===== src/pkg/msrc_consts.vh =====
/*
 constants for the multi-source reset controller: flow codes, cause bits,
 timing counts and field widths.
 assumes a 50 MHz reference clock.
*/
`ifndef MSRC_CONSTS_VH
`define MSRC_CONSTS_VH

// clock period in ns
`define MSRC_CLK_PERIOD_NS      20
// soft release lag after hard release, in reference clock cycles
`define MSRC_SOFT_LAG_CYC       6'h10
// minimum length of a hard or soft pulse driven by the controller, cycles
`define MSRC_PULSE_CYC          6'h20
// counter width
`define MSRC_CNT_W              6
`define MSRC_CNT_ZERO           6'h00
`define MSRC_CNT_ONE            6'h01
// configuration field widths
`define MSRC_SRC_W              3
`define MSRC_CFG_W              17
`define MSRC_SRC_RST            3'h0
`define MSRC_CFG_RST            17'h0_0000
// cause bit positions in the status word
`define MSRC_CAUSE_W            8
`define MSRC_CAUSE_POR          0
`define MSRC_CAUSE_EXT_HARD     1
`define MSRC_CAUSE_EXT_SOFT     2
`define MSRC_CAUSE_WDOG         3
`define MSRC_CAUSE_TAP          4
`define MSRC_CAUSE_LINK         5
`define MSRC_CAUSE_SW_HARD      6
`define MSRC_CAUSE_SW_SOFT      7
`define MSRC_CAUSE_RST          8'h00
// flow codes
`define MSRC_FLOW_W             2
`define MSRC_FLOW_NONE          2'h0
`define MSRC_FLOW_SOFT          2'h1
`define MSRC_FLOW_HARD          2'h2
`define MSRC_FLOW_POR           2'h3

`endif


===== src/core/msrc_lag_counter.v =====
/*
 down counter that holds an output high-active window for a loaded count.
 assumes a single clock and a synchronous active-low reset.
*/
`timescale 1ns/1ps
`default_nettype none
`include "msrc_consts.vh"

module msrc_lag_counter (
   input  wire                    clk,        // reference clock
   input  wire                    rst_n,      // sync reset, active low
   input  wire                    load,       // load the count
   input  wire [`MSRC_CNT_W-1:0]  load_val,   // count to load
   output wire                    busy        // count not yet expired
);

   reg [`MSRC_CNT_W-1:0] cnt_q;               // remaining cycles

   // load wins over the decrement
   always @(posedge clk) begin
      if (!rst_n) begin
         cnt_q <= `MSRC_CNT_ZERO;
      end else if (load) begin
         cnt_q <= load_val;
      end else if (cnt_q != `MSRC_CNT_ZERO) begin
         cnt_q <= cnt_q - `MSRC_CNT_ONE;
      end
   end

   assign busy = (cnt_q != `MSRC_CNT_ZERO);

endmodule
`default_nettype wire


===== src/core/msrc_reset_ctrl.v =====
/*
 multi-source reset controller: gathers eight reset sources, chooses the
 power-on, hard or soft flow, drives the open-drain hard and soft reset
 pins and the per-domain reset outputs, latches configuration at power-on
 and records the reset cause.
 assumes all inputs synchronous to clk; pins resolved outside from the
 output enables (enable low = pull low).
 limits: no synchroniser in front of the inputs; a source from
 another clock domain must be brought onto clk outside.
 one flow runs at a time; later requests other than an outside soft add to the record, but a hard request escalates a soft flow and power-on overrides any flow.
 cause record and configuration are cleared only by rst_n.
*/
`timescale 1ns/1ps
`default_nettype none
`include "msrc_consts.vh"

module msrc_reset_ctrl (
   input  wire                    clk,                  // reference clock
   input  wire                    rst_n,                // sync reset, active low
   input  wire                    power_on_reset_in_n,  // power-on input, active low
   input  wire                    hard_reset_line_in,   // hard pin level
   output wire                    hard_reset_line_out,  // hard pin drive value
   output wire                    hard_reset_line_oe_n, // low = pulling pin low
   input  wire                    soft_reset_line_in,   // soft pin level
   output wire                    soft_reset_line_out,  // soft pin drive value
   output wire                    soft_reset_line_oe_n, // low = pulling pin low
   input  wire                    wdog_expired,         // watchdog count at zero
   input  wire                    wdog_enable,          // watchdog enabled
   input  wire                    tap_host_reset,       // tap host reset command
   input  wire                    tap_scan_active,      // extest/clamp/highz loaded
   input  wire                    tap_scan_drives_soft, // instruction drives soft pin
   input  wire                    link_hard_req,        // serial link hard request
   input  wire                    reset_control_reg_wr, // write to control reg
   input  wire                    reset_control_reg_hard, // write data: hard bit
   input  wire                    reset_control_reg_soft, // write data: soft bit
   input  wire [`MSRC_SRC_W-1:0]  config_source_select, // source select pins
   input  wire [`MSRC_CFG_W-1:0]  config_pins,          // configuration pins
   output reg  [`MSRC_SRC_W-1:0]  cfg_src_q,            // latched source select
   output reg  [`MSRC_CFG_W-1:0]  cfg_word_q,           // latched config word
   output reg                     cfg_valid_q,          // config word captured
   output reg                     pll_reset_q,          // pll reset, active high
   output reg                     periph_bus_reset_q,   // peripheral bus modules
   output reg                     core_reset_q,         // extended cores
   output reg                     timer_reset_q,        // timers, perf monitor
   output reg                     fabric_reset_q,       // fabric registers
   output reg                     wdog_event_q,         // watchdog reset event
   output reg  [`MSRC_CAUSE_W-1:0] reset_status_q,      // latest reset causes
   output reg  [`MSRC_FLOW_W-1:0] flow_q                // active flow code
);

   ////////////////////////////////////////////////////////////////////////////
   // local state
   // idle waits for a request, hold runs the pulse counter, lag
   // keeps only the soft pin, porin waits for the power-on input
   // to rise; power-on overrides any state.

   localparam [1:0] ST_IDLE  = 2'h0;          // no reset driven
   localparam [1:0] ST_HOLD  = 2'h1;          // hard and/or soft driven
   localparam [1:0] ST_LAG   = 2'h2;          // hard released, soft held
   localparam [1:0] ST_PORIN = 2'h3;          // power-on input asserted

   reg  [1:0]              state_q;           // sequencer state
   reg  [1:0]              state_d;           // next state
   reg                     hard_drv_q;        // pulling hard pin
   reg                     hard_drv_d;
   reg                     soft_drv_q;        // pulling soft pin
   reg                     soft_drv_d;
   reg  [`MSRC_FLOW_W-1:0] flow_d;            // next flow
   reg                     cnt_load;          // load the shared counter
   reg  [`MSRC_CNT_W-1:0]  cnt_val;           // value for the counter
   wire                    cnt_busy;          // counter running

   ////////////////////////////////////////////////////////////////////////////
   // source decode
   // every source is a level taken on each edge; a one-cycle
   // pulse (register write, watchdog expiry) starts a flow.
   // a pin that we pull ourselves is masked so that our own
   // drive is never read back as an outside request.

   wire por_act   = ~power_on_reset_in_n;
   // hard pin low while we do not pull it means an outside request
   wire ext_hard  = ~hard_reset_line_in & ~hard_drv_q;
   // outside soft only counts while no reset is being driven; the
   // enable covers our own pulls and a scan instruction's pull
   wire ext_soft  = ~soft_reset_line_in & soft_reset_line_oe_n
                    & (state_q == ST_IDLE);
   wire wdog_hit  = wdog_expired & wdog_enable;
   wire sw_hard   = reset_control_reg_wr & reset_control_reg_hard;
   wire sw_soft   = reset_control_reg_wr & reset_control_reg_soft;
   wire any_hard  = ext_hard | wdog_hit | link_hard_req | sw_hard;
   wire any_soft  = ext_soft | tap_host_reset | sw_soft;

   // causes seen this cycle, one bit per source
   // (bit order from the cause positions in the header)
   wire [`MSRC_CAUSE_W-1:0] cause_now;
   assign cause_now[`MSRC_CAUSE_POR]      = por_act;
   assign cause_now[`MSRC_CAUSE_EXT_HARD] = ext_hard;
   assign cause_now[`MSRC_CAUSE_EXT_SOFT] = ext_soft;
   assign cause_now[`MSRC_CAUSE_WDOG]     = wdog_hit;
   assign cause_now[`MSRC_CAUSE_TAP]      = tap_host_reset;
   assign cause_now[`MSRC_CAUSE_LINK]     = link_hard_req;
   assign cause_now[`MSRC_CAUSE_SW_HARD]  = sw_hard;
   assign cause_now[`MSRC_CAUSE_SW_SOFT]  = sw_soft;

   // severity order: power-on over hard over soft
   // only idle and a running soft flow act on it
   wire [`MSRC_FLOW_W-1:0] req_flow =
      por_act  ? `MSRC_FLOW_POR  :
      any_hard ? `MSRC_FLOW_HARD :
      any_soft ? `MSRC_FLOW_SOFT : `MSRC_FLOW_NONE;

   ////////////////////////////////////////////////////////////////////////////
   // shared counter: pulse length, then soft lag
   // one counter serves both: pulse and lag never overlap

   msrc_lag_counter u_cnt (
      .clk      (clk),
      .rst_n    (rst_n),
      .load     (cnt_load),
      .load_val (cnt_val),
      .busy     (cnt_busy)
   );

   ////////////////////////////////////////////////////////////////////////////
   // sequencer next state
   // hard flow, in clk edges from the request edge:
   //   edge 0    request seen, both pins pulled
   //   edge 33   pulse count empty, hard pin let go
   //   edge 49   lag count empty, soft pin let go
   // a soft flow lets its pin go at edge 33, with no lag.
   // power-on holds both pins while the input is low,
   // then runs the same pulse and lag once it rises.
   // the lag load is one short: the soft drive register
   // follows the empty count one edge later.


   always @* begin
      state_d    = state_q;
      hard_drv_d = hard_drv_q;
      soft_drv_d = soft_drv_q;
      flow_d     = flow_q;
      cnt_load   = 1'b0;
      cnt_val    = `MSRC_PULSE_CYC;
      if (por_act) begin
         // power-on input overrides everything
         // the pulse counter loads only once the input rises
         state_d    = ST_PORIN;
         hard_drv_d = 1'b1;
         soft_drv_d = 1'b1;
         flow_d     = `MSRC_FLOW_POR;
      end else begin
         case (state_q)
            ST_IDLE: begin
               // idle: start hard or soft flow
               // hard first, so a mixed request runs hard
               if (req_flow == `MSRC_FLOW_HARD) begin
                  state_d    = ST_HOLD;
                  hard_drv_d = 1'b1;
                  soft_drv_d = 1'b1;
                  flow_d     = `MSRC_FLOW_HARD;
                  cnt_load   = 1'b1;
               end else if (req_flow == `MSRC_FLOW_SOFT) begin
                  state_d    = ST_HOLD;
                  soft_drv_d = 1'b1;
                  flow_d     = `MSRC_FLOW_SOFT;
                  cnt_load   = 1'b1;
               end
            end
            ST_PORIN: begin
               // input released: hold hard for one pulse, then lag
               // configuration stops latching from here on
               state_d  = ST_HOLD;
               cnt_load = 1'b1;
            end
            ST_HOLD: begin
               // soft flow escalates to hard on a hard request
               // and restarts the pulse; power-on is caught above
               if (flow_q == `MSRC_FLOW_SOFT && any_hard) begin
                  hard_drv_d = 1'b1;
                  flow_d     = `MSRC_FLOW_HARD;
                  cnt_load   = 1'b1;
               end else if (!cnt_busy) begin
                  if (hard_drv_q) begin
                     // hard released, soft kept for the lag
                     state_d    = ST_LAG;
                     hard_drv_d = 1'b0;
                     cnt_load   = 1'b1;
                     cnt_val    = `MSRC_SOFT_LAG_CYC - `MSRC_CNT_ONE;
                  end else begin
                     // soft flow done: no lag, back to idle
                     state_d    = ST_IDLE;
                     soft_drv_d = 1'b0;
                     flow_d     = `MSRC_FLOW_NONE;
                  end
               end
            end
            ST_LAG: begin
               // soft stays low until the lag expires
               if (!cnt_busy) begin
                  state_d    = ST_IDLE;
                  soft_drv_d = 1'b0;
                  flow_d     = `MSRC_FLOW_NONE;
               end
            end
            default: begin
               state_d = ST_IDLE;
            end
         endcase
      end
   end

   ////////////////////////////////////////////////////////////////////////////
   // sequencer registers
   // reset leaves idle with both pin drives cleared; a scan instruction can still pull the soft pin

   always @(posedge clk) begin
      if (!rst_n) begin
         state_q    <= ST_IDLE;
         hard_drv_q <= 1'b0;
         soft_drv_q <= 1'b0;
         flow_q     <= `MSRC_FLOW_NONE;
      end else begin
         state_q    <= state_d;
         hard_drv_q <= hard_drv_d;
         soft_drv_q <= soft_drv_d;
         flow_q     <= flow_d;
      end
   end

   ////////////////////////////////////////////////////////////////////////////
   // open-drain pins: only ever pull low
   // the drive value is tied low and only the enables move,
   // so a pin is never driven high against the pull-ups
   // or against another agent that pulls it too.

   assign hard_reset_line_out  = 1'b0;
   assign hard_reset_line_oe_n = ~hard_drv_q;
   assign soft_reset_line_out  = 1'b0;
   // soft held while hard held; scan instruction may also drive it
   assign soft_reset_line_oe_n = ~(soft_drv_q | hard_drv_q
                                  | (tap_scan_active & tap_scan_drives_soft));

   ////////////////////////////////////////////////////////////////////////////
   // configuration capture, power-on only
   // runs on every edge of the power-on window, so the value
   // kept is the one present at its last edge.

   always @(posedge clk) begin
      if (!rst_n) begin
         cfg_src_q   <= `MSRC_SRC_RST;
         cfg_word_q  <= `MSRC_CFG_RST;
         cfg_valid_q <= 1'b0;
      end else if (por_act) begin
         // hard and soft flows never reach here
         cfg_src_q   <= config_source_select;
         cfg_word_q  <= config_pins;
         cfg_valid_q <= 1'b1;
      end
   end

   ////////////////////////////////////////////////////////////////////////////
   // domain reset outputs
   // taken from the next flow, so they rise on the same edge
   // as the pin enables and the flow code.
   // timers and fabric registers keep state through soft flows;
   // scan instructions reset peripherals and cores without a
   // flow of their own.

   wire flow_on   = (flow_d != `MSRC_FLOW_NONE);
   wire flow_hard = (flow_d == `MSRC_FLOW_HARD) | (flow_d == `MSRC_FLOW_POR);

   always @(posedge clk) begin
      if (!rst_n) begin
         pll_reset_q        <= 1'b0;
         periph_bus_reset_q <= 1'b0;
         core_reset_q       <= 1'b0;
         timer_reset_q      <= 1'b0;
         fabric_reset_q     <= 1'b0;
      end else begin
         pll_reset_q        <= por_act;
         periph_bus_reset_q <= flow_on | tap_scan_active;
         core_reset_q       <= flow_on | tap_scan_active;
         timer_reset_q      <= flow_hard;
         fabric_reset_q     <= flow_hard;
      end
   end

   ////////////////////////////////////////////////////////////////////////////
   // watchdog event and cause status
   // the record is replaced at start or escalation and grows
   // while a flow runs; it outlives the flow so that software
   // can read the cause once out of reset.

   wire flow_start = (flow_q == `MSRC_FLOW_NONE) & flow_on;
   // a flow ending is not an escalation
   wire escalate   = (flow_d != flow_q) & (flow_q != `MSRC_FLOW_NONE)
                     & (flow_d != `MSRC_FLOW_NONE);

   always @(posedge clk) begin
      if (!rst_n) begin
         wdog_event_q   <= 1'b0;
         reset_status_q <= `MSRC_CAUSE_RST;
      end else begin
         wdog_event_q <= wdog_hit;
         if (flow_start | escalate) begin
            // new reset: replace the record with this cycle's causes
            reset_status_q <= cause_now;
         end else if (flow_on) begin
            // sources joining a running reset are added
            reset_status_q <= reset_status_q | cause_now;
         end
      end
   end

endmodule
`default_nettype wire


===== config.mk =====
export PLATFORM = sky130hd
export DESIGN_NAME = msrc_reset_ctrl
export DESIGN_NICKNAME = d
export VERILOG_FILES = /design/src/core/msrc_lag_counter.v /design/src/core/msrc_reset_ctrl.v
export VERILOG_INCLUDE_DIRS = /design/src /design/src/pkg
export SDC_FILE = /design/constraint.sdc
export NUM_CORES = 1
export LEC_CHECK = 0
export ABC_AREA = 1
export BUFFER_PORTS_ARGS = -buffer_cell sky130_fd_sc_hd__buf_2
export CAP_MARGIN = 20
export CORE_ASPECT_RATIO = 1.25
export CORE_UTILIZATION = 40
export CTS_BUF_LIST = sky130_fd_sc_hd__clkbuf_8
export CTS_CLUSTER_SIZE = 12
export DETAILED_ROUTE_END_ITERATION = 7
export PLACE_DENSITY = 0.67
export SLEW_MARGIN = 20
export SYNTH_ARGS = -nofsm -noshare
export SYNTH_HDL_FRONTEND = slang
export SYNTH_SLANG_ARGS = --single-unit

===== constraint.sdc =====
create_clock -name clk -period 2.37 [get_ports clk]
set_input_delay 0.3555 -clock clk [delete_from_list [all_inputs] [get_ports clk]]
set_output_delay 0.3555 -clock clk [all_outputs]
set_load 0.02 [all_outputs]

==> results of run 1 <==
worst register-to-register path: cells and delay by family, from the launching register on:
kind                       cells  cell delay (ns)
DFF                            1             0.32
AOI/OAI and AO/OA              4             0.82
and+or+nand+nor                3             0.37
buffers and inverters          4             0.37
adders and majority gates      1             0.17
Yosys cell counts (all sizes together), types with 2 or more instances:
cell type	number
nand4	2
a21oi	19
clkbuf	9
nor3	2
dfxtp	45
xor2	2
nand3	10
nand2	58
a31oi	4
o21ai	35
buf	5
inv	21
ha	5
nor2	60
power by group:
group / total (mW) / internal (mW) / switching, mW
logic: 0.888 / 0.339 / 0.548
clock network: 0.477 / 0.209 / 0.268
registers: 0.940 / 0.872 / 0.0685
total: 2.31 / 1.42 / 0.884
metal layers:
layer	vias to the layer above	share of wire	global-route usage
met2	66	0.46	0.291
met1	865	0.45	0.208
met4	0	0.015	0.0609
li1	1046	-	-
met3	7	0.068	0.0500
met5	-	0	0
registers in the layout, indices dropped and copies added, names as in the netlist, 2 cells and up:
register and count:
u_cnt.cnt_q 6, flow_q 2, cfg_src_q 3, reset_status_q 8, cfg_word_q 17, state_q 2
cell type report:
class | count | area [um2]
Inverter | 22 | 109
Timing Repair Buffer | 77 | 398
Clock buffer | 5 | 68.8
Fill cell | 484 | 2290
Tap cell | 60 | 75.1
Clock inverter | 3 | 21.3
Sequential cell | 45 | 901
Multi-Input combinational cell | 203 | 971
cells by family (layout without fill, tap and decap cells):
family | after synthesis | after routing | share of synthesized area
AO/OA/AOI/OAI | 59 | 59 | 0.150
XOR/XNOR | 3 | 3 | 0.0129
adder cells (fa/ha/maj) | 5 | 5 | 0.0306
buffers and inverters | 36 | 107 | 0.0901
flip-flops | 45 | 45 | 0.441
other | 1 | 2 | 0.00184
AND/OR/NAND/NOR | 134 | 134 | 0.273
stage by stage:
| stage | instances | power [mW] |
|---|---|---|
| floorplan | 284 | 1.60 |
| CTS | 415 | 2.31 |
| global route | 415 | 2.50 |
| finish | 415 | 2.31 |
| detailed placement | 407 | 1.82 |
| global placement | 407 | 1.82 |
final timing paths:
path / from / to / slack (ns) / cells after the start
max: u_cnt.cnt_q[0]$_SDFFE_PN0P_ / soft_drv_q$_SDFFE_PN0P_ / 0.23 / 12
min: config_pins[3] / cfg_word_q[3]$_SDFFE_PN0N_ / 0.29 / 3
max reg2reg: u_cnt.cnt_q[0]$_SDFFE_PN0P_ / soft_drv_q$_SDFFE_PN0P_ / 0.23 / 12
min reg2reg: soft_drv_q$_SDFFE_PN0P_ / soft_drv_q$_SDFFE_PN0P_ / 0.45 / 2
==> out/results.md, run 1 <==
| Parameter | Reported | Unit |
|:---|:---|:---|
| Result of the run | finished clean | - |
| Number of enable-type register cells in the synthesized netlist | 0 | - |
| Post-synthesis async set-or-reset flop share | 0 | - |
| Overall overflow remaining after global route | 0 | - |
| Die Height | 81.9 | um |
| Final period demand of the worst path | 2.14 | ns |
| CP Capture Type | register | - |
| Fmax | 0.468 | GHz |
| Number of antenna violations at the first check in global routing | 0 | - |
| Post-CTS Resized | 0 | - |
| Required time at the endpoint of the critical path | 2.56 | ns |
| Worst setup path class | register to register | - |
| Slew Viols, Final | 0 | - |
| Sequential-to-total area share from yosys stat | 0.441 | - |
| Net count of the finished layout | 393 | - |
| End-of-flow core utilization | 0.526 | - |
| Leak Pwr | 1.30 | nW |
| Number of warning messages in the yosys log | 0 | - |
| Number of routed nets with antenna violations | 0 | - |
| Per-instance average area after synthesis | 7.22 | um2 |
| HPWL reported at the end of detailed placement | 3230 | um |
| Horizontal extent of the die | 65.9 | um |
| Number of global-route vias before repair | 1,696 | - |
| Skew final | 0.00474 | ns |
| Largest buffer count on any clock path | 2 | - |
| Maximum resistive drop on vdd | 346 | uV |
| Commonest non-fill, non-tap cell in the layout | buf_2 | - |
| Most prevalent standard cell on the critical path | inv_1 | - |
| Starting density of the core | 0.422 | - |
| Main area contributors after synthesis | dfxtp_1 (44%), nor2_1 (10%), nand2_1 (10%) | - |
| Cell taking the most area after synthesis | dfxtp_1 | - |
| Slowest stage delay, CP | 0.37 | ns |
| Slowest stage cell, crit path | a31oi_1 | - |
| TritonCTS clock tree | yes | - |
| Number of standard-cell rows in the floorplan | 28 | - |
| CTS Buf Count | 5 | - |
| Share of the synthesized area in the top cell type | 0.441 | - |
| Gate count after technology mapping | 283 | - |
| Initial DRC count | 95 | - |
| Worst Setup Start Kind | register | - |
| Most used cells in the layout excluding fill and tap cells | buf_2 (72), nor2_1 (57), nand2_1 (55), dfxtp_1 (45), o21ai_0 (34) | - |
| Final-report setup violation count | 0 | - |
| Count of endpoints failing hold in the final timing report | 0 | - |
| Buffers and inverters on the worst path | 4 | - |
| Root cell of the clock tree | clkbuf_8 | - |
| Critical path's top delay family | compound AO/OA/AOI/OAI gates | - |
| Pwr per Cell Area | 906 | mW/mm2 |
| TritonCTS sink count | 45 | - |
| Dpl ws | 0.121 | ns |
| CP cell instances | inv_1 > ha_1 > inv_1 > nor2_1 > nand3_2 > inv_1 > buf_4 > nand2_1 > a31oi_1 > o21ai_0 > o21ai_0 > a21oi_1 | - |
| Worst min-delay path class | primary input to register | - |
| Share of layout cells above drive strength 1 | 0.270 | - |
| Overall routing resource usage | 0.173 | - |
| Seq cells post-synth | 45 | - |
| Crit Path Max Fanout | 5 | - |
| Cts-stage hold buffer count | 0 | - |
| Clock latency on the worst-skew pair | 0.30 | ns |
| Die area | 0.00540 | mm2 |
| Layout overhead on the synthesized area | 24.6 | % |
| Final cycle utilization of the critical path | 0.902 | - |
| Drc violations | 0 | - |
| Global placer's final weighted congestion | 0.785 | - |
| Worst hold slack | 0.288 | ns |
| Avg WL per Cell | 10.9 | um |
| Least setup slack across all paths after layout | 0.232 | ns |
| Flip-flop cell with the highest count after synthesis | dfxtp_1 | - |
| Max-cap violation count | 0 | - |
| Register clock-pin slew on the reported worst setup and hold paths | 0.09 | ns |
| Number of library cell types mapped by synthesis | 25 | - |
| Number of top-level pins | 75 | - |
| Worst EP arrival | 2.33 | ns |
| Total negative slack | 0 | ns |
| Via/cell ratio | 4.78 | - |
| Area of the core | 0.00483 | mm2 |
| Maximum number of pins on one net before global-route repair | 32 | - |
| Unrepaired setup endpoints after global routing | no | - |
| Standard cell area after detailed placement | 0.00244 | mm2 |
| Pre-Repair DR Iteration Count | 4 | - |
| Global-route wire length before repair | 7270 | um |
| Post-Layout Inst Area | 0.00254 | mm2 |
| Max H-tree Level | 2 | - |
| Post-Syn Area | 0.00204 | mm2 |
| Total number of vias | 1,984 | - |
| Buffers inserted during post-CTS setup optimization | 0 | - |
| N_diodes | 0 | - |
| Number of buffer cells added on primary ports | 72 | - |
| Total length of routed wires | 4500 | um |
(Power assumes the default switching activity.)
==> run 2: changes to the inputs <==
--- a/config.mk
+++ b/config.mk
@@ -6,7 +6,6 @@
 export SDC_FILE = /design/constraint.sdc
 export NUM_CORES = 1
 export LEC_CHECK = 0
-export ABC_AREA = 1
 export BUFFER_PORTS_ARGS = -buffer_cell sky130_fd_sc_hd__buf_2
 export CAP_MARGIN = 20
 export CORE_ASPECT_RATIO = 1.25
@@ -14,8 +13,9 @@
 export CTS_BUF_LIST = sky130_fd_sc_hd__clkbuf_8
 export CTS_CLUSTER_SIZE = 12
 export DETAILED_ROUTE_END_ITERATION = 7
-export PLACE_DENSITY = 0.67
-export SLEW_MARGIN = 20
+export GPL_TIMING_DRIVEN = 0
+export PLACE_DENSITY = 0.66
+export SLEW_MARGIN = 40
 export SYNTH_ARGS = -nofsm -noshare
 export SYNTH_HDL_FRONTEND = slang
 export SYNTH_SLANG_ARGS = --single-unit
==> run 2 against run 1 <==
Effect of this change:
- clock skew rose by 0.0086 ns
- synthesized cell count fell by 19%
- total power rose by 7.8%
- flip-flop and latch count did not move
- utilization rose by 0.16 points
- worst hold slack got worse by 0.010 ns
- highest routed layer unchanged
==> out/results.md, run 2 <==
| Parameter | Reported | Unit |
|:---|:---|:---|
| Result of the run | finished clean | - |
| Skew final | 0.0133 | ns |
| Area of the core | 0.00541 | mm2 |
| Cts-stage hold buffer count | 0 | - |
| Layout overhead on the synthesized area | 27.5 | % |
| Most used cells in the layout excluding fill and tap cells | buf_2 (73), dfxtp_1 (44), nor2_1 (29), mux2i_1 (22), inv_1 (10) | - |
| Via/cell ratio | 5.30 | - |
| Slew at the pin with the worst max-slew slack | 0.619 | ns |
| Uppermost layer routed | met4 | - |
| Final-report setup violation count | 0 | - |
| Register clock-pin slew on the reported worst setup and hold paths | 0.10 | ns |
| Instance count along the most critical hold path | 3 | - |
| CP cell instances | inv_1 > ha_1 > buf_2 > nand2_2 > a311oi_1 > or3_1 > a311oi_4 > buf_6 > a22o_1 | - |
| Seq cells post-synth | 45 | - |
| Die Height | 85.6 | um |
| Pwr per Cell Area | 871 | mW/mm2 |
| Share of layout cells above drive strength 1 | 0.397 | - |
| Count of endpoints failing hold in the final timing report | 0 | - |
| Maximum resistive drop on vdd | 457 | uV |
| Max H-tree Level | 2 | - |
| TritonCTS sink count | 45 | - |
| Max-cap violation count | 0 | - |
| Leading registers by flop count | cfg_word_q: 17 flops, reset_status_q: 8 flops, u_cnt.cnt_q: 6 flops | - |
| Worst hold slack | 0.278 | ns |
| Pre-Repair DR Iteration Count | 4 | - |
| Number of enable-type register cells in the synthesized netlist | 0 | - |
| Dpl ws | -0.0279 | ns |
| Total met3 wirelength after detailed routing | 316 | um |
| Clock latency on the worst-skew pair | 0.30 | ns |
| R2R cell count | 9 | - |
| Number of top-level pins | 75 | - |
| Die area | 0.00590 | mm2 |
| Top cell types by occurrence after synthesis | dfxtp_1 (45), nor2_1 (30), mux2i_1 (22) | - |
| Gate count after technology mapping | 228 | - |
| Number of warning messages in the yosys log | 0 | - |
| Worst Setup Start Kind | register | - |
| Final cycle utilization of the critical path | 0.956 | - |
| Largest family of logic cells by synthesized area | compound AO/OA/AOI/OAI gates | - |
| Final period demand of the worst path | 2.27 | ns |
| Start point of the worst hold path | config_pins[16] | - |
| Detailed-routed wire length on met2 | 2570 | um |
| Commonest non-fill, non-tap cell in the layout | buf_2 | - |
| Drc violations | 0 | - |
| Standard cell area after detailed placement | 0.00268 | mm2 |
| N_diodes | 0 | - |
| Source of the worst register-to-register timing path | state_q[1]$_SDFFE_PN0P_ | - |
| Share of the synthesized area in the top cell type | 0.403 | - |
| Initial DRC count | 62 | - |
| Global placer's final weighted congestion | 0.855 | - |
| Overall overflow remaining after global route | 0 | - |
| Number of flip-flops under the largest register name | 17 | - |
| Overall routing resource usage | 0.185 | - |
| Per-instance average area after synthesis | 9.81 | um2 |
| Number of standard-cell rows in the floorplan | 30 | - |
| Largest buffer count on any clock path | 2 | - |
| Global-route wire length before repair | 8330 | um |
| Post-Layout Inst Area | 0.00285 | mm2 |
| Slowest stage delay, CP | 0.43 | ns |
| CTS Buf Count | 5 | - |
| Root cell of the clock tree | clkbuf_8 | - |
| Unrepaired setup endpoints after global routing | no | - |
| Least setup slack across all paths after layout | 0.103 | ns |
| Worst setup path class | register to register | - |
| TritonCTS clock tree | yes | - |
| Most numerous cell in the Yosys netlist | dfxtp_1 | - |
| Total number of vias | 1,981 | - |
| Compound-gate portion of the synthesized area | 0.228 | - |
| Total length of routed wires | 5220 | um |
| CP Capture Type | register | - |
| Crit Path Max Fanout | 9 | - |
| Main area contributors after synthesis | dfxtp_1 (40%), mux2i_1 (9.8%), nor2_1 (5.0%) | - |
| Slew Viols, Final | 0 | - |
| Fmax | 0.441 | GHz |
| Arithmetic-cell share of the synthesized area counting full adders, half adders and majority gates | 0.0280 | - |
| Number of antenna violations at the first check in global routing | 0 | - |
| Cell taking the most area after synthesis | dfxtp_1 | - |
| HPWL reported at the end of detailed placement | 3960 | um |
| Register with the highest flop count | cfg_word_q | - |
| Slowest stage cell, crit path | or3_1 | - |
| Critical path launch point | state_q[1]$_SDFFE_PN0P_ | - |
| Number of global-route vias before repair | 1,895 | - |
| Sequential-to-total area share from yosys stat | 0.403 | - |
| Starting density of the core | 0.414 | - |
| End-of-flow core utilization | 0.528 | - |
| Worst slew margin | 0.588 | - |
| Number of library cell types mapped by synthesis | 58 | - |
| Post-Syn Area | 0.00224 | mm2 |
| Net count of the finished layout | 348 | - |
| Leak Pwr | 1.38 | nW |
| Worst min-delay path class | primary input to register | - |
| Post-Synth XOR/XNOR Area | 0.0157 | - |
| Post-synthesis async set-or-reset flop share | 0 | - |
| Number of routed nets with antenna violations | 0 | - |
| Maximum number of pins on one net before global-route repair | 17 | - |
| Flip-flop cell with the highest count after synthesis | dfxtp_1 | - |
| Avg WL per Cell | 14.0 | um |
| Worst EP arrival | 2.52 | ns |
| Wl on met1 | 2180 | um |
| Required time at the endpoint of the critical path | 2.62 | ns |
| Post-synthesis simple-gate area fraction | 0.167 | - |
| Horizontal extent of the die | 68.9 | um |
| Mux cell area share after synthesis | 0.0984 | - |
| Number of buffer cells added on primary ports | 71 | - |
## run 2: cell types whose count changed in the layout (fill, tap and decap cells not counted), sizes merged, moves of 5 or more
cell    before  now
clkbuf       5   10
mux2i        0   22
a21oi       19    6
nand3       10    1
o21ai       35    4
buf         77   85
inv         22   11
nor3         2    7
nand2       58    9
and3         0    6
nor2        60   31
## run 2: cell type report
class                           count  area, um2
Buffer                             17       96.3
Multi-Input combinational cell    157       1270
Tap cell                           64       80.1
Timing Repair Buffer               73        374
Clock inverter                      3       25.0
Fill cell                         523       2550
Sequential cell                    45        902
Clock buffer                        5       68.8
Inverter                           10       37.5
## run 2: final timing paths
kind,endpoint,slack [ns]
worst max-delay path,reset_status_q[3]$_SDFFE_PN0P_,0.10
worst min-delay path,cfg_word_q[16]$_SDFFE_PN0N_,0.28
worst max register to register,reset_status_q[3]$_SDFFE_PN0P_,0.10
worst min register to register,reset_status_q[0]$_SDFFE_PN0P_,0.46
## run 2: per-stage QoR
step | power [mW] | std cells | setup TNS [ns]
after floorplan | 1.69 | 229 | 0
after global placement | 1.90 | 364 | -0.0374
after detailed placement | 1.92 | 364 | -0.0390
after CTS | 2.43 | 373 | 0
after global routing | 2.64 | 374 | 0
final | 2.49 | 374 | 0
## run 2: repair_timing
| item | in CTS | in global routing |
|---|---|---|
| setup buffers | 1 | 2 |
| pin swaps | 1 | 3 |
| gates resized for setup | 2 | 13 |
| endpoints found under the setup margin | 8 | 12 |
## run 2: routing by layer
| layer | track usage | vias up |
|---|---|---|
| met5 | 0 | - |
| met4 | 0.0872 | 0 |
| met3 | 0.0492 | 17 |
| met2 | 0.312 | 79 |
| met1 | 0.210 | 906 |
| li1 | - | 979 |
## run 2: power breakdown
part | internal (mW) | total [mW] | switching [mW]
logic | 0.454 | 1.03 | 0.572
clock network | 0.213 | 0.500 | 0.287
registers | 0.864 | 0.960 | 0.0958
## run 2: critical path, delay by kind of cell (launching register included)
kind            cells  cell delay, ns
flops               1            0.41
buf+inv             3            0.45
simple gates        2            0.58
fa+ha+maj           1            0.18
compound gates      3            0.58
## run 2: cell families after synthesis
family	after synthesis
mux	22
buf+inv	27
compound gates	53
other cells	1
xor+xnor	4
simple gates	71
flops	45
fa+ha+maj	5
==> run 3: changes to the inputs <==
--- a/config.mk
+++ b/config.mk
@@ -6,6 +6,7 @@
 export SDC_FILE = /design/constraint.sdc
 export NUM_CORES = 1
 export LEC_CHECK = 0
+export ABC_AREA = 1
 export BUFFER_PORTS_ARGS = -buffer_cell sky130_fd_sc_hd__buf_2
 export CAP_MARGIN = 20
 export CORE_ASPECT_RATIO = 1.25
@@ -14,7 +15,7 @@
 export CTS_CLUSTER_SIZE = 12
 export DETAILED_ROUTE_END_ITERATION = 7
 export GPL_TIMING_DRIVEN = 0
-export PLACE_DENSITY = 0.66
+export PLACE_DENSITY = 0.72
 export SLEW_MARGIN = 40
 export SYNTH_ARGS = -nofsm -noshare
 export SYNTH_HDL_FRONTEND = slang
==> run 3 against run 2 <==
Effect of this change:
- non-clock buffer count fell by 2
- clock skew fell by 0.012 ns
- total power fell by 2.0%
- sequential share of layout area rose by 2.8 points
- design area fell by 7.9%
- routed wire length fell by 8.3%
- combinational power fell by 9%
==> out/results.md, run 3 (synthesized netlist as in run 1, its figures left out) <==
| Parameter | Reported | Unit |
|:---|:---|:---|
| Worst min-delay path class | primary input to register | - |
| CP Capture Type | register | - |
| Sum of internal, switching and leakage power | 2.44 | mW |
| Fmax | 0.471 | GHz |
| Least setup slack across all paths after layout | 0.248 | ns |
| Register clock-pin slew on the reported worst setup and hold paths | 0.08 | ns |
| CTS Buf Count | 5 | - |
| Slowest stage delay, CP | 0.32 | ns |
| Count of endpoints failing hold in the final timing report | 0 | - |
| Layout overhead on the synthesized area | 28.7 | % |
| Area of the core | 0.00483 | mm2 |
| TritonCTS sink count | 45 | - |
| Global placer's final weighted congestion | 0.864 | - |
| CP cell instances | inv_1 > ha_1 > inv_1 > nor2_2 > nand3_2 > nand2_1 > nand2_1 > nand2_1 > nand2_1 > nand2_1 > nand3_1 > or2_1 > buf_6 > nand2_8 > nand2_1 > a21oi_1 | - |
| Number of standard-cell rows in the floorplan | 28 | - |
| Max-cap violation count | 0 | - |
| Dpl ws | 0.135 | ns |
| Overall routing resource usage | 0.184 | - |
| Worst hold slack | 0.289 | ns |
| Slew Viols, Final | 0 | - |
| Most prevalent standard cell on the critical path | nand2_1 | - |
| Skew final | 0.00161 | ns |
| Maximum resistive drop on vdd | 448 | uV |
| Slowest stage cell, crit path | dfxtp_1 | - |
| Pre-Repair DR Iteration Count | 4 | - |
| Placed Cells incl. Taps | 416 | - |
| HPWL reported at the end of detailed placement | 3650 | um |
| Number of buffer cells added on primary ports | 72 | - |
| Leak Pwr | 1.33 | nW |
| Worst Setup Start Kind | register | - |
| Number of flip-flops under the largest register name | 17 | - |
| Maximum number of pins on one net before global-route repair | 14 | - |
| Number of top-level pins | 75 | - |
| Die area | 0.00540 | mm2 |
| Total negative slack | 0 | ns |
| Initial DRC count | 94 | - |
| Overall overflow remaining after global route | 0 | - |
| Most used cells in the layout excluding fill and tap cells | buf_2 (72), nor2_1 (55), nand2_1 (54), dfxtp_1 (43), o21ai_0 (34) | - |
| Starting density of the core | 0.422 | - |
| Critical path's top delay family | simple AND/OR/NAND/NOR gates | - |
| Layout filler cell count | 487 | - |
| Worst EP arrival | 2.35 | ns |
| Total number of vias | 2,034 | - |
| Crit Path Max Fanout | 9 | - |
| Result of the run | finished clean | - |
| Pwr per Cell Area | 927 | mW/mm2 |
| Cts-stage hold buffer count | 0 | - |
| N_diodes | 0 | - |
| TritonCTS clock tree | yes | - |
| Die Height | 81.9 | um |
| Commonest non-fill, non-tap cell in the layout | buf_2 | - |
| Final instance count without filler cells | 425 | - |
| Clock latency on the worst-skew pair | 0.29 | ns |
| Required time at the endpoint of the critical path | 2.60 | ns |
| Final cycle utilization of the critical path | 0.895 | - |
| Post-Layout Inst Area | 0.00263 | mm2 |
| Horizontal extent of the die | 65.9 | um |
| Flop2flop setup slack | 0.25 | ns |
| Final-report setup violation count | 0 | - |
| Leading registers by flop count | cfg_word_q: 17 flops, reset_status_q: 8 flops, u_cnt.cnt_q: 6 flops | - |
| Net count of the finished layout | 404 | - |
| Drc violations | 0 | - |
| Largest buffer count on any clock path | 2 | - |
| Final period demand of the worst path | 2.12 | ns |
| Buffers and inverters on the worst path | 3 | - |
| Avg WL per Cell | 11.3 | um |
| Register with the highest flop count | cfg_word_q | - |
| Number of antenna violations at the first check in global routing | 0 | - |
| Worst setup path class | register to register | - |
| Root cell of the clock tree | clkbuf_8 | - |
| Total length of routed wires | 4790 | um |
| Max H-tree Level | 2 | - |
| Standard cell area after detailed placement | 0.00248 | mm2 |
| Number of global-route vias before repair | 1,831 | - |
| Share of layout cells above drive strength 1 | 0.285 | - |
| End-of-flow core utilization | 0.543 | - |
| Global-route wire length before repair | 7760 | um |
| Number of routed nets with antenna violations | 0 | - |
| Via/cell ratio | 4.79 | - |
run 3: changes by cell type in the layout (fill, tap and decap cells not counted), sizes merged, moves of 6 or more:
cell,delta
a21oi,+13
and3,-6
buf,-6
inv,+10
mux2i,-22
nand2,+49
nand3,+9
nor2,+29
o21ai,+31
run 3: where the power goes:
group / internal [mW] / leakage (nW) / total [mW] / switching [mW]
registers: 0.874 / 0.374 / 0.948 / 0.0740
clock network: 0.306 / 0.0540 / 0.553 / 0.247
logic: 0.370 / 0.902 / 0.934 / 0.564
run 3: path summary, 6_finish.rpt:
kind         cells past startpoint                        endpoint                         from
min                              3         core_reset_q$_SDFF_PN0_              tap_scan_active
max reg2reg                     16  reset_status_q[6]$_SDFFE_PN0P_  u_cnt.cnt_q[0]$_SDFFE_PN0P_
min reg2reg                      2         soft_drv_q$_SDFFE_PN0P_      soft_drv_q$_SDFFE_PN0P_
max                             16  reset_status_q[6]$_SDFFE_PN0P_  u_cnt.cnt_q[0]$_SDFFE_PN0P_
run 3: tightest hold or removal path, stage by stage:
cell and delay, ns:
buf_2 0.09, nor2_1 0.04, nor2_1 0.07
run 3: repair_timing:
item                                    in CTS  in global routing
gates resized for setup                      0                 12
endpoints found under the setup margin       0                 15
setup buffers                                0                  2
endpoints found under the hold margin        0                  0
run 3: final cells by class:
cell class,count,area (um2),area share
Sequential cell,45,903,0.344
Multi-Input combinational cell,203,986,0.375
Tap cell,60,75.1,0.0286
Timing Repair Buffer,74,375,0.143
Buffer,14,75.1,0.0286
Clock inverter,2,35.0,0.0133
Inverter,22,109,0.0414
Clock buffer,5,68.8,0.0262
run 3: routing by layer:
layer	global-route usage	wire length [um]	vias to the layer above
li1	-	-	1062
met1	0.216	2080	902
met2	0.323	2320	65
met3	0.0500	336	5
met4	0.0543	45	0
met5	0	0	-
